## src/design/ftu_pkg.sv

```systemverilog
/*
  Constants and types shared by the five-timer unit.
  Assumes a 100 MHz core clock.
*/
package ftu_pkg;
  // ----------------------------------------
  // Clocking
  // ----------------------------------------
  localparam int unsigned F_CORE_KHZ = 100000;
  localparam int unsigned F_HF_KHZ   = 13560;
  localparam int unsigned ACC_W      = 17;
  localparam int unsigned LF_DIV     = 64;
  localparam logic [ACC_W-1:0] ACC_STEP = ACC_W'(F_HF_KHZ);
  localparam logic [ACC_W-1:0] ACC_WRAP = ACC_W'(F_CORE_KHZ - F_HF_KHZ);
  localparam logic [ACC_W-1:0] ACC_RST  = 17'h00000;
  localparam logic [5:0]       LF_LAST  = 6'(LF_DIV - 1);
  localparam logic [5:0]       LF_RST   = 6'h00;
  // ----------------------------------------
  // Clock select codes
  // ----------------------------------------
  localparam logic [1:0] SEL_HF   = 2'h0;
  localparam logic [1:0] SEL_LF   = 2'h1;
  localparam logic [1:0] SEL_WAKE = 2'h2;
  // ----------------------------------------
  // Register fields and reset values
  // ----------------------------------------
  localparam int unsigned GCTRL_NOW_LSB = 4;
  localparam int unsigned IRQ_SET_BIT   = 7;
  localparam int unsigned IRQ_WAKE_BIT  = 4;
  localparam int unsigned IRQ_ANY_BIT   = 6;
  localparam logic [7:0]  IRQ_RST       = 8'h00;
  localparam logic [15:0] CNT_RST       = 16'h0000;
  // ----------------------------------------
  // State types
  // ----------------------------------------
  typedef enum logic [1:0] {TMR_IDLE, TMR_ARMED, TMR_RUN} ftu_tmr_e;
  typedef enum logic [1:0] {PWR_ON, PWR_STBY, PWR_DET} ftu_pwr_e;
endpackage : ftu_pkg

```

## src/design/ftu_timer.sv

```systemverilog
/*
  One down-counting timer channel with reload, start/stop events.
  Assumes tick and event inputs are single-cycle core-clock pulses.
*/
`timescale 1ns/100ps
`default_nettype none
module ftu_timer #(
  parameter int unsigned CNT_W = 16
) (
  input  wire logic             i_core_clk,
  input  wire logic             i_rst_n,
  input  wire logic             i_tick,
  input  wire logic             i_start,
  input  wire logic             i_stop,
  input  wire logic             i_wait_evt,
  input  wire logic             i_start_evt,
  input  wire logic             i_stop_evt,
  input  wire logic             i_stop_en,
  input  wire logic             i_autoreload,
  input  wire logic [CNT_W-1:0] i_reload,
  output logic      [CNT_W-1:0] o_count,
  output logic                  o_running,
  output logic                  o_underflow
);
  if (CNT_W != 16) begin : g_bad_width
    $error("ftu_timer supports only a 16-bit counter");
  end

  typedef struct packed {
    ftu_pkg::ftu_tmr_e st;
    logic [CNT_W-1:0]  cnt;
    logic              run;
    logic              uf;
  } ftu_tmr_s;

  ftu_tmr_s q;
  ftu_tmr_s d;

  // ----------------------------------------
  // Next state
  // ----------------------------------------
  always_comb begin
    d    = q;
    d.uf = 1'b0;
    case (q.st)
      ftu_pkg::TMR_IDLE: begin
      end
      ftu_pkg::TMR_ARMED: begin
        if (i_start_evt) begin
          d.st = ftu_pkg::TMR_RUN;
        end
      end
      ftu_pkg::TMR_RUN: begin
        if (i_stop_en && i_stop_evt) begin
          d.st = ftu_pkg::TMR_IDLE;
        end else if (i_tick) begin
          if (q.cnt == '0) begin
            d.uf = 1'b1;
            if (i_autoreload) begin
              d.cnt = i_reload;
            end else begin
              d.st = ftu_pkg::TMR_IDLE;
            end
          end else begin
            d.cnt = q.cnt - 1'b1;
          end
        end
      end
      default: begin
        d.st = ftu_pkg::TMR_IDLE;
      end
    endcase
    if (i_stop) begin
      d.st = ftu_pkg::TMR_IDLE;
    end else if (i_start) begin
      d.cnt = i_reload;
      d.st  = i_wait_evt ? ftu_pkg::TMR_ARMED : ftu_pkg::TMR_RUN;
    end
    d.run = (d.st == ftu_pkg::TMR_RUN);
  end

  always_ff @(posedge i_core_clk or negedge i_rst_n) begin
    if (!i_rst_n) begin
      q <= '{ftu_pkg::TMR_IDLE, '0, 1'b0, 1'b0};
    end else begin
      q <= d;
    end
  end

  assign o_count     = q.cnt;
  assign o_running   = q.run;
  assign o_underflow = q.uf;
endmodule : ftu_timer
`default_nettype wire

```

## src/design/ftu_top.sv

```systemverilog
/*
  Timer unit: four selectable-clock timers plus a wake-up timer,
  global run control, timer interrupt flags and standby wake-up.
  Assumes software control arrives as core-clock write strobes;
  the low-frequency oscillator arrives asynchronously on a pin.
*/
`timescale 1ns/100ps
`default_nettype none
module ftu_top #(
  parameter int unsigned N_TMR = 4
) (
  input  wire logic            i_core_clk,
  input  wire logic            i_rst_n,
  input  wire logic            i_gctrl_wr,
  input  wire logic [7:0]      i_gctrl_wdata,
  output logic      [7:0]      o_timer_global_ctrl,
  input  wire logic [3:0]      i_mode_start,
  input  wire logic [3:0]      i_wait_evt,
  input  wire logic [3:0]      i_start_evt,
  input  wire logic [3:0]      i_stop_evt,
  input  wire logic [3:0]      i_stop_en,
  input  wire logic [3:0]      i_autoreload,
  input  wire logic [3:0][1:0] i_clk_sel,
  input  wire logic [3:0][7:0] i_reload_high,
  input  wire logic [3:0][7:0] i_reload_low,
  output logic      [3:0][7:0] o_count_high,
  output logic      [3:0][7:0] o_count_low,
  input  wire logic            i_low_freq_osc,
  input  wire logic            i_wake_start,
  input  wire logic            i_wake_stop,
  input  wire logic            i_wake_timer_autoreload,
  input  wire logic            i_auto_wake,
  input  wire logic [7:0]      i_wake_reload_high,
  input  wire logic [7:0]      i_wake_reload_low,
  output logic      [7:0]      o_wake_count_high,
  output logic      [7:0]      o_wake_count_low,
  output logic                 o_wake_running,
  input  wire logic            i_irq_status_1_wr,
  input  wire logic [7:0]      i_irq_status_1_wdata,
  input  wire logic            i_irq_status_1_en_wr,
  input  wire logic [7:0]      i_irq_status_1_en_wdata,
  input  wire logic            i_other_irq,
  input  wire logic            i_irq_pin_en,
  output logic      [7:0]      o_irq_status_1,
  output logic      [7:0]      o_irq_en_1,
  output logic                 o_irq,
  input  wire logic            i_standby_req,
  input  wire logic            i_detect_done,
  input  wire logic            i_card_detected,
  output logic                 o_standby,
  output logic                 o_detect
);
  if (N_TMR != 4) begin : g_bad_count
    $error("ftu_top supports exactly four general timers");
  end

  // ----------------------------------------
  // State
  // ----------------------------------------
  typedef struct packed {
    logic [ftu_pkg::ACC_W-1:0] acc;
    logic [5:0]                lfdiv;
    logic                      hf_tick;
    logic                      lf_tick;
    logic                      osc_s1;
    logic                      osc_s2;
    logic                      osc_p;
    logic                      lfo_tick;
    logic [7:0]                irq_status_1;
    logic [7:0]                en1;
    logic                      irq;
    ftu_pkg::ftu_pwr_e         pwr;
    logic                      stby;
    logic                      det;
  } ftu_top_s;

  ftu_top_s q;
  ftu_top_s d;

  logic [3:0]       tick;
  logic [3:0]       start;
  logic [3:0]       stop;
  logic [3:0]       running;
  logic [3:0]       uf;
  logic [3:0][15:0] count;
  logic [15:0]      wake_count;
  logic             wake_uf;
  logic             wake_run;
  logic [7:0]       ev;

  // ----------------------------------------
  // Per-timer clock select and commands
  // ----------------------------------------
  for (genvar g = 0; g < 4; g++) begin : g_tmr
    always_comb begin
      case (i_clk_sel[g])
        ftu_pkg::SEL_HF:   tick[g] = q.hf_tick;
        ftu_pkg::SEL_LF:   tick[g] = q.lf_tick;
        ftu_pkg::SEL_WAKE: tick[g] = wake_uf;
        default:           tick[g] = 1'b0;
      endcase
    end

    assign start[g] = (i_gctrl_wr
                       && i_gctrl_wdata[ftu_pkg::GCTRL_NOW_LSB + g]
                       && i_gctrl_wdata[g])
                      || i_mode_start[g];
    assign stop[g]  = i_gctrl_wr
                      && i_gctrl_wdata[ftu_pkg::GCTRL_NOW_LSB + g]
                      && !i_gctrl_wdata[g];

    ftu_timer #(
      .CNT_W (16)
    ) u_tmr (
      .i_core_clk   (i_core_clk),
      .i_rst_n      (i_rst_n),
      .i_tick       (tick[g]),
      .i_start      (start[g]),
      .i_stop       (stop[g]),
      .i_wait_evt   (i_wait_evt[g]),
      .i_start_evt  (i_start_evt[g]),
      .i_stop_evt   (i_stop_evt[g]),
      .i_stop_en    (i_stop_en[g]),
      .i_autoreload (i_autoreload[g]),
      .i_reload     ({i_reload_high[g], i_reload_low[g]}),
      .o_count      (count[g]),
      .o_running    (running[g]),
      .o_underflow  (uf[g])
    );

    assign o_count_high[g] = count[g][15:8];
    assign o_count_low[g]  = count[g][7:0];
  end

  // ----------------------------------------
  // Wake-up timer
  // ----------------------------------------
  ftu_timer #(
    .CNT_W (16)
  ) u_wake (
    .i_core_clk   (i_core_clk),
    .i_rst_n      (i_rst_n),
    .i_tick       (q.lfo_tick),
    .i_start      (i_wake_start),
    .i_stop       (i_wake_stop),
    .i_wait_evt   (1'b0),
    .i_start_evt  (1'b0),
    .i_stop_evt   (1'b0),
    .i_stop_en    (1'b0),
    .i_autoreload (i_wake_timer_autoreload),
    .i_reload     ({i_wake_reload_high, i_wake_reload_low}),
    .o_count      (wake_count),
    .o_running    (wake_run),
    .o_underflow  (wake_uf)
  );

  assign ev = {3'h0, wake_uf, uf};

  // ----------------------------------------
  // Next state
  // ----------------------------------------
  always_comb begin
    d = q;
    // Fractional divider for the 13.56 MHz tick
    d.hf_tick = 1'b0;
    d.lf_tick = 1'b0;
    if (q.acc >= ftu_pkg::ACC_WRAP) begin
      d.acc     = q.acc - ftu_pkg::ACC_WRAP;
      d.hf_tick = 1'b1;
      d.lfdiv   = q.lfdiv + 1'b1;
      d.lf_tick = (q.lfdiv == ftu_pkg::LF_LAST);
    end else begin
      d.acc = q.acc + ftu_pkg::ACC_STEP;
    end
    // Oscillator pin synchroniser and edge
    d.osc_s1   = i_low_freq_osc;
    d.osc_s2   = q.osc_s1;
    d.osc_p    = q.osc_s2;
    d.lfo_tick = q.osc_s2 && !q.osc_p;
    // Status 1: write set/clear, then events win
    if (i_irq_status_1_wr) begin
      if (i_irq_status_1_wdata[ftu_pkg::IRQ_SET_BIT]) begin
        d.irq_status_1[6:0] = q.irq_status_1[6:0] | i_irq_status_1_wdata[6:0];
      end else begin
        d.irq_status_1[6:0] = q.irq_status_1[6:0] & ~i_irq_status_1_wdata[6:0];
      end
    end
    d.irq_status_1 = d.irq_status_1 | ev;
    d.irq_status_1[ftu_pkg::IRQ_ANY_BIT] = i_other_irq;
    d.irq_status_1[ftu_pkg::IRQ_SET_BIT] = 1'b0;
    if (i_irq_status_1_en_wr) begin
      if (i_irq_status_1_en_wdata[ftu_pkg::IRQ_SET_BIT]) begin
        d.en1[6:0] = q.en1[6:0] | i_irq_status_1_en_wdata[6:0];
      end else begin
        d.en1[6:0] = q.en1[6:0] & ~i_irq_status_1_en_wdata[6:0];
      end
    end
    d.en1[ftu_pkg::IRQ_SET_BIT] = 1'b0;
    d.irq = i_irq_pin_en && |(q.irq_status_1 & q.en1);
    // Standby and card detection
    case (q.pwr)
      ftu_pkg::PWR_ON: begin
        if (i_standby_req) begin
          d.pwr = ftu_pkg::PWR_STBY;
        end
      end
      ftu_pkg::PWR_STBY: begin
        if (wake_uf) begin
          d.pwr = ftu_pkg::PWR_DET;
        end
      end
      ftu_pkg::PWR_DET: begin
        if (i_detect_done) begin
          if (!i_card_detected && i_auto_wake) begin
            d.pwr = ftu_pkg::PWR_STBY;
          end else begin
            d.pwr = ftu_pkg::PWR_ON;
          end
        end
      end
      default: begin
        d.pwr = ftu_pkg::PWR_ON;
      end
    endcase
    d.stby = (d.pwr == ftu_pkg::PWR_STBY);
    d.det  = (d.pwr == ftu_pkg::PWR_DET);
  end

  always_ff @(posedge i_core_clk or negedge i_rst_n) begin
    if (!i_rst_n) begin
      q <= '{ftu_pkg::ACC_RST, ftu_pkg::LF_RST, 1'b0, 1'b0, 1'b0,
             1'b0, 1'b0, 1'b0, ftu_pkg::IRQ_RST, ftu_pkg::IRQ_RST,
             1'b0, ftu_pkg::PWR_ON, 1'b0, 1'b0};
    end else begin
      q <= d;
    end
  end

  // ----------------------------------------
  // Outputs
  // ----------------------------------------
  assign o_timer_global_ctrl = {4'h0, running};
  assign o_wake_count_high   = wake_count[15:8];
  assign o_wake_count_low    = wake_count[7:0];
  assign o_wake_running      = wake_run;
  assign o_irq_status_1      = q.irq_status_1;
  assign o_irq_en_1          = q.en1;
  assign o_irq               = q.irq;
  assign o_standby           = q.stby;
  assign o_detect            = q.det;
endmodule : ftu_top
`default_nettype wire

```

## config.mk

```make
export PLATFORM = sky130hd
export DESIGN_NAME = ftu_top
export DESIGN_NICKNAME = d
export VERILOG_FILES = /design/src/design/ftu_pkg.sv /design/src/design/ftu_timer.sv /design/src/design/ftu_top.sv
export SDC_FILE = /design/constraint.sdc
export NUM_CORES = 1
export LEC_CHECK = 0
export BUFFER_PORTS_ARGS = -buffer_cell sky130_fd_sc_hd__buf_2
export CORE_ASPECT_RATIO = 0.6
export CORE_MARGIN = 2
export CORE_UTILIZATION = 30
export DETAILED_ROUTE_END_ITERATION = 16
export GPL_TIMING_DRIVEN = 0
export PLACE_DENSITY_LB_ADDON = 0.08
export SETUP_SLACK_MARGIN = 0.15
export SYNTH_ARGS = -nofsm -noshare
export SYNTH_HDL_FRONTEND = slang
export SYNTH_SLANG_ARGS = --single-unit
```

## constraint.sdc

```tcl
create_clock -name i_core_clk -period 4.5 [get_ports i_core_clk]
set_clock_uncertainty 0.1 [all_clocks]
set_input_delay 0.45 -clock i_core_clk [delete_from_list [all_inputs] [get_ports i_core_clk]]
set_output_delay 0.45 -clock i_core_clk [all_outputs]
set_load 0.05 [all_outputs]
```

==> qor.yml, run 1 <==
placed_design:
  dp_hpwl_um: 27400
  dp.cells: 1827
  gp_congestion: 0.912
  port_buffers: 249
flow_run:
  max_cap_violations: 0
sta:
  hold_viol_final: 0
  tightest_slew_ns: 1.02
  slew_viol_final: 0
  period_needed_ns: 3.43
  setup_viol_count_final: 0
  tns_ns: 0
  max_freq_mhz: 292
  grt_setup_unrepaired: "false"
  fin_crit_sh_pct: 76.2
  relSlewSlack_pct: 31.6
  worst_hold_slack_ns: 0.0976
logic_synthesis:
  synth.area.top_cells: "dfrtp_1, buf_4, nand2_1"
  synth_warnings: 0
  synth_edf_count: 0
  synth_top_area_share_pct: 37.4
  synthCells: 1156
  async_flop_share_pct: 100
  synth_top_cell_by_area: "dfrtp_1"
  avgSynthCellArea_um2: 8.39
  yosys_register_bits: 145
  ys.flop_type: "dfrtp_1"
  seq_area_frac_synth_pct: 37.4
  syn_area_um2: 9700
  synth_cell_type_count: 75
routing:
  drc: 0
  routedWlPerCell_um: 19.2
  drtIter0Drc: 1033
  dr.pass1.iters: 5
  viasPerCell: 5.32
  routed_wl_um: 35700
  vias: 9923
  ant_nets: 0
clocking:
  clock_latency_ns: 0.44
  clockBufferDepth: 2
  cts-buffers-inserted: 17
  clock-root-buffer: "clkbuf_16"
  cts.sinks: 145
  clk_pin_slew_worst_paths_ns: 0.06
  h-tree-depth: 4
  cts_tree: "done"
worst_hold_path:
  worstHoldPathType: "in2reg"
power:
  power.share.combinational_pct: 28.3
  p_leak_nw: 5.30
  switching_share_pct: 36.5
  p_seq_share_pct: 36.3
  p_sw_mw: 1.61
  power_density_nw_per_um2: 361
  p_int_mw: 2.80
  power_frac_clock_pct: 35.4
  vdd_drop_max_uv: 246
  power_mw: 4.41
cells_and_area:
  final_core_util_pct: 38.7
  drive_gt1_share_pct: 29.3
  area_delta_synth_final_pct: 25.7
  final_nets: 1597
  final_cells: 1865
worst_setup_path:
  critPathLaunchType: "flop"
  critPathRequiredTime_ns: 4.69
  cp-end-kind: "flop"
  arrival_ns: 3.62
  worstPathMaxFanout: 9
  crit_type: "reg2reg"
global_routing:
  antenna_found_initial: 5
  grt_pass1_vias: 9130
  grt_max_degree: 83
  grt_pass1_wl_um: 54800
  grt_usage_pct: 21.0
  grt_overflow: 0
floorplan:
  initial_core_util_pct: 30.8
  die_y_um: 143
  rows: 50
  pin_count: 259
  die_area_um2: 33800
  die_x_um: 236
  core_um2: 31500
status:
  status: "complete, no violations"
cells in the final DEF, fill, tap and decap left out, types with 17 or more instances in the layout:
master	count
a21oi_1	67
a31oi_1	28
buf_2	253
buf_4	104
clkbuf_1	48
clkbuf_16	17
dfrtp_1	145
inv_1	37
nand2_1	121
nand3_1	23
nor2_1	107
nor3_1	36
o21ai_0	75
o22ai_1	27
o31ai_1	19
cell families (layout without fill, tap and decap cells):
kind of cell | Yosys count | after routing | share of synthesized area (%)
compound gates | 346 | 346 | 23.7
xor+xnor | 20 | 20 | 1.81
fa+ha+maj | 14 | 14 | 1.78
buf+inv | 197 | 482 | 11.9
flops | 145 | 145 | 37.4
mux | 28 | 28 | 3.06
other cells | 1 | 9 | 0.0387
simple gates | 405 | 405 | 20.3
state kept, by name, indices dropped and copies added (netlist names), 2 cells and up, named ones only:
signal,cells
u_wake.q,2
u_wake.o_count,16
o_irq_status_1,6
g_tmr.u_tmr.o_count,64
g_tmr.u_tmr.o_underflow,4
g_tmr.u_tmr.q,8
g_tmr.u_tmr.o_running,4
q,26
d,2
final cells by class:
class	count	area, um^2
Inverter	37	139
Timing Repair Buffer	253	1310
Clock buffer	21	480
Sequential cell	145	3630
Fill cell	3349	19300
Tap cell	416	520
Clock inverter	11	151
Buffer	160	1020
Multi-Input combinational cell	819	4930
Antenna cell	3	7.51
per-stage QoR:
step                area (um^2)  worst slack [ns]
floorplan                  9720              1.87
global placement          11500             0.315
detailed placement        11500              1.26
CTS                       12200              1.24
global route              12200             0.989
finish                    12200              1.07
cell usage after synthesis (all sizes together), types with 16 or more instances:
cell type and count:
buf 112, dfrtp 145, a21oi 69, o21ai 77, inv 37, clkbuf 48, a31oi 28, nand2 121
nor3 36, o31ai 19, nor2 108, nor4 16, o22ai 27, nand3 23
critical path: stages (launching register included):
cell	delay (ns)
dfrtp_1	0.52
or4_1	0.56
buf_2	0.17
or4_4	0.42
buf_6	0.15
nor3_1	0.74
nor2_1	0.29
o21ai_0	0.23
a21oi_1	0.09
path summary, 6_finish.rpt:
check                                           from                    endpoint  slack, ns  depth (start not counted)
max                        g_tmr[0].u_tmr.o_count[7]   g_tmr[0].u_tmr.o_count[1]       1.07                          8
min                                i_reload_high[23]  g_tmr[2].u_tmr.o_count[15]        0.1                          3
max reg2reg                g_tmr[0].u_tmr.o_count[7]   g_tmr[0].u_tmr.o_count[1]       1.07                          8
min reg2reg                                    d[23]                       d[22]       0.25                          0
max in group asynchronous                    i_rst_n    g_tmr[1].u_tmr.o_running       2.99                          3
min in group asynchronous                    i_rst_n                       d[22]       0.50                          2
what timing repair did:
item | CTS | global route
setup endpoints to repair | 0 | 0
resized for setup | 0 | 0
hold endpoints to repair | 83 | 0
setup buffers | 0 | 0
hold buffers | 3 | 0
metal layers:
layer,track usage [%],vias up,part of all wire [%]
li1,-,4718,-
met5,0,-,0.036
met4,5.66,2,1.3
met2,28.1,354,40
met1,33.2,4821,52
met3,4.42,28,6.6
power by group through the flow:
stage               clock network (mW)  logic, mW  registers, mW
detailed placement                   0       1.25           1.62
global route                      1.66       1.34           1.62
global placement                     0       1.24           1.62
CTS                               1.60       1.26           1.59
finish                            1.56       1.25           1.60
floorplan                            0      0.910           1.57
No activity file was read; power rests on OpenSTA's default activity.
==> run 2: changes to the inputs <==
Clock period 4.5 ns to 3.4 ns, I/O delays scaled along.
==> qor.yml, run 2 (same netlist as run 1, synthesis figures left out) <==
status:
  status: "complete, no violations"
routing:
  drc: 0  # unchanged
  vias: 9916  # -0.071%
  viasPerCell: 5.27  # -0.92%
  routed_wl_um: 35800  # +0.31%
  dr.pass1.iters: 5  # unchanged
  drtIter0Drc: 1029  # -0.39%
  routedWlPerCell_um: 19.1  # -0.55%
  ant_nets: 0  # unchanged
sta:
  max_freq_mhz: 322  # +10%
  fin_crit_sh_pct: 91.4  # +15 points
  grt_setup_unrepaired: "false"
  setup_viol_count_final: 0  # unchanged
  slew_viol_final: 0  # unchanged
  hold_viol_final: 0  # unchanged
  worst_hold_slack_ns: 0.0199  # -0.0778 ns
  period_needed_ns: 3.11  # -0.321 ns
  tightest_slew_ns: 0.953  # -0.0626 ns
  relSlewSlack_pct: 35.9  # +4.4 points
flow_run:
  max_cap_violations: 0  # unchanged
clocking:
  clk_pin_slew_worst_paths_ns: 0.07  # about the same
  cts_tree: "done"
  cts-buffers-inserted: 17  # unchanged
  clockBufferDepth: 2  # unchanged
  cts.sinks: 145  # unchanged
  h-tree-depth: 4  # unchanged
  post-cts-setup-buffers: 0  # unchanged
  clock_latency_ns: 0.45  # about the same
  clock-root-buffer: "clkbuf_16"
worst_setup_path:
  cp-end-kind: "flop"
  arrival_ns: 3.30  # -0.32 ns
  cpLargestDelayFamily: "simple AND/OR/NAND/NOR gates"
  slowest_delay_ns: 0.56  # -0.18 ns
  critPathRequiredTime_ns: 3.59  # -1.10 ns
  ff2ff_setup_slack_ns: 0.29  # -0.78 ns
  critPathLaunchType: "flop"
  critPathSlowestCell: "or4_1"
  cp.buffers_inverters: 3  # +1
  worstPathMaxFanout: 10  # +1
  crit_type: "reg2reg"
  path_cells: "or4_1 > buf_2 > or4_4 > buf_6 > nor2_2 > buf_2 > a21oi_1 > nor2_1 > a21oi_1"
floorplan:
  initial_core_util_pct: 30.8  # unchanged
  rows: 50  # unchanged
  pin_count: 259  # unchanged
  die_x_um: 236  # unchanged
  core_um2: 31500  # unchanged
  die_y_um: 143  # unchanged
  die_area_um2: 33800  # unchanged
placed_design:
  dp_hpwl_um: 27400  # unchanged
  place_area_um2: 11500  # unchanged
  port_buffers: 249  # unchanged
  dp.cells: 1827  # unchanged
  gp_congestion: 0.912  # unchanged
power:
  p_leak_nw: 5.38  # +1.4%
  power_density_nw_per_um2: 473  # +31%
  vdd_drop_max_uv: 325  # +32%
  power_mw: 5.85  # +33%
worst_hold_path:
  worstHoldPathType: "in2reg"
global_routing:
  grt_pass1_vias: 9215  # +0.93%
  grt_max_degree: 83  # unchanged
  grt_pass1_wl_um: 55100  # +0.64%
  grt_overflow: 0  # unchanged
  grt_usage_pct: 21.2  # +0.11 points
  antenna_found_initial: 5  # unchanged
cells_and_area:
  area_delta_synth_final_pct: 27.4
  layout_common_cells: "buf_2, dfrtp_1, nand2_1, nor2_1, buf_4"
  fin_area_um2: 12400  # +1.4%
  final_nets: 1613  # +1.0%
  layout_commonest_cell: "buf_2"
  largest_reg_flops: 64  # unchanged
  drive_gt1_share_pct: 29.2  # -0.12 points
  final_cells: 1881  # +0.86%
[run 2: changes by cell type in the layout (fill, tap and decap cells not counted), sizes merged]
cell         delta
dlygate4sd3    +16
[run 2: stage by stage]
step / setup slack [ns] / setup TNS [ns] / util, %
6_report: 0.294 / 0 / 39.2
5_1_grt: 0.163 / 0 / 39.2
4_1_cts: 0.223 / 0 / 39.2
3_5_place_dp: 0.155 / 0 / 36.5
3_3_place_gp: -0.675 / -93.45 / 36.4
2_1_floorplan: 0.770 / 0 / -
[run 2: report_power, final]
part / total, mW / internal, mW / leakage, nW / switching, mW
clock: 2.06 / 1.24 / 0.298 / 0.825
sequential: 2.12 / 1.89 / 1.70 / 0.229
combinational: 1.67 / 0.587 / 3.38 / 1.08
total: 5.85 / 3.71 / 5.38 / 2.13
[run 2: worst min-delay path: stages]
cell     delay [ns]
buf_2          0.09
nand2_1        0.04
o31ai_1        0.06
[run 2: per-layer routing]
layer / global-route usage (%) / wire, um / part of all wire, %
met5: 0 / 13 / 0.036
met3: 4.40 / 2190 / 6.1
met4: 5.70 / 497 / 1.4
met1: 33.4 / 18900 / 53
met2: 28.3 / 14300 / 40
[run 2: repair_timing]
action | CTS | global route
endpoints found under the hold margin | 100 | 0
hold buffers | 19 | 0
gates resized for setup | 1 | 6
setup endpoints to repair | 1 | 19
[run 2: worst paths after layout]
check,from,end,depth (start not counted)
min,i_reload_high[27],g_tmr[3].u_tmr.o_count[11],3
max,g_tmr[0].u_tmr.o_count[7],g_tmr[0].u_tmr.o_count[2],9
max in group asynchronous,i_rst_n,o_irq_status_1[6],3
min in group asynchronous,i_rst_n,d[22],2
min reg2reg,d[23],d[22],0
max reg2reg,g_tmr[0].u_tmr.o_count[7],g_tmr[0].u_tmr.o_count[2],9
[run 2: final cells by class]
type | instances | area, um^2
Fill cell | 3338 | 19200
Clock inverter | 11 | 151
Antenna cell | 3 | 7.51
Tap cell | 416 | 520
Sequential cell | 145 | 3630
Buffer | 160 | 1020
Clock buffer | 21 | 480
Inverter | 37 | 139
Timing Repair Buffer | 269 | 1470
Multi-Input combinational cell | 819 | 4940
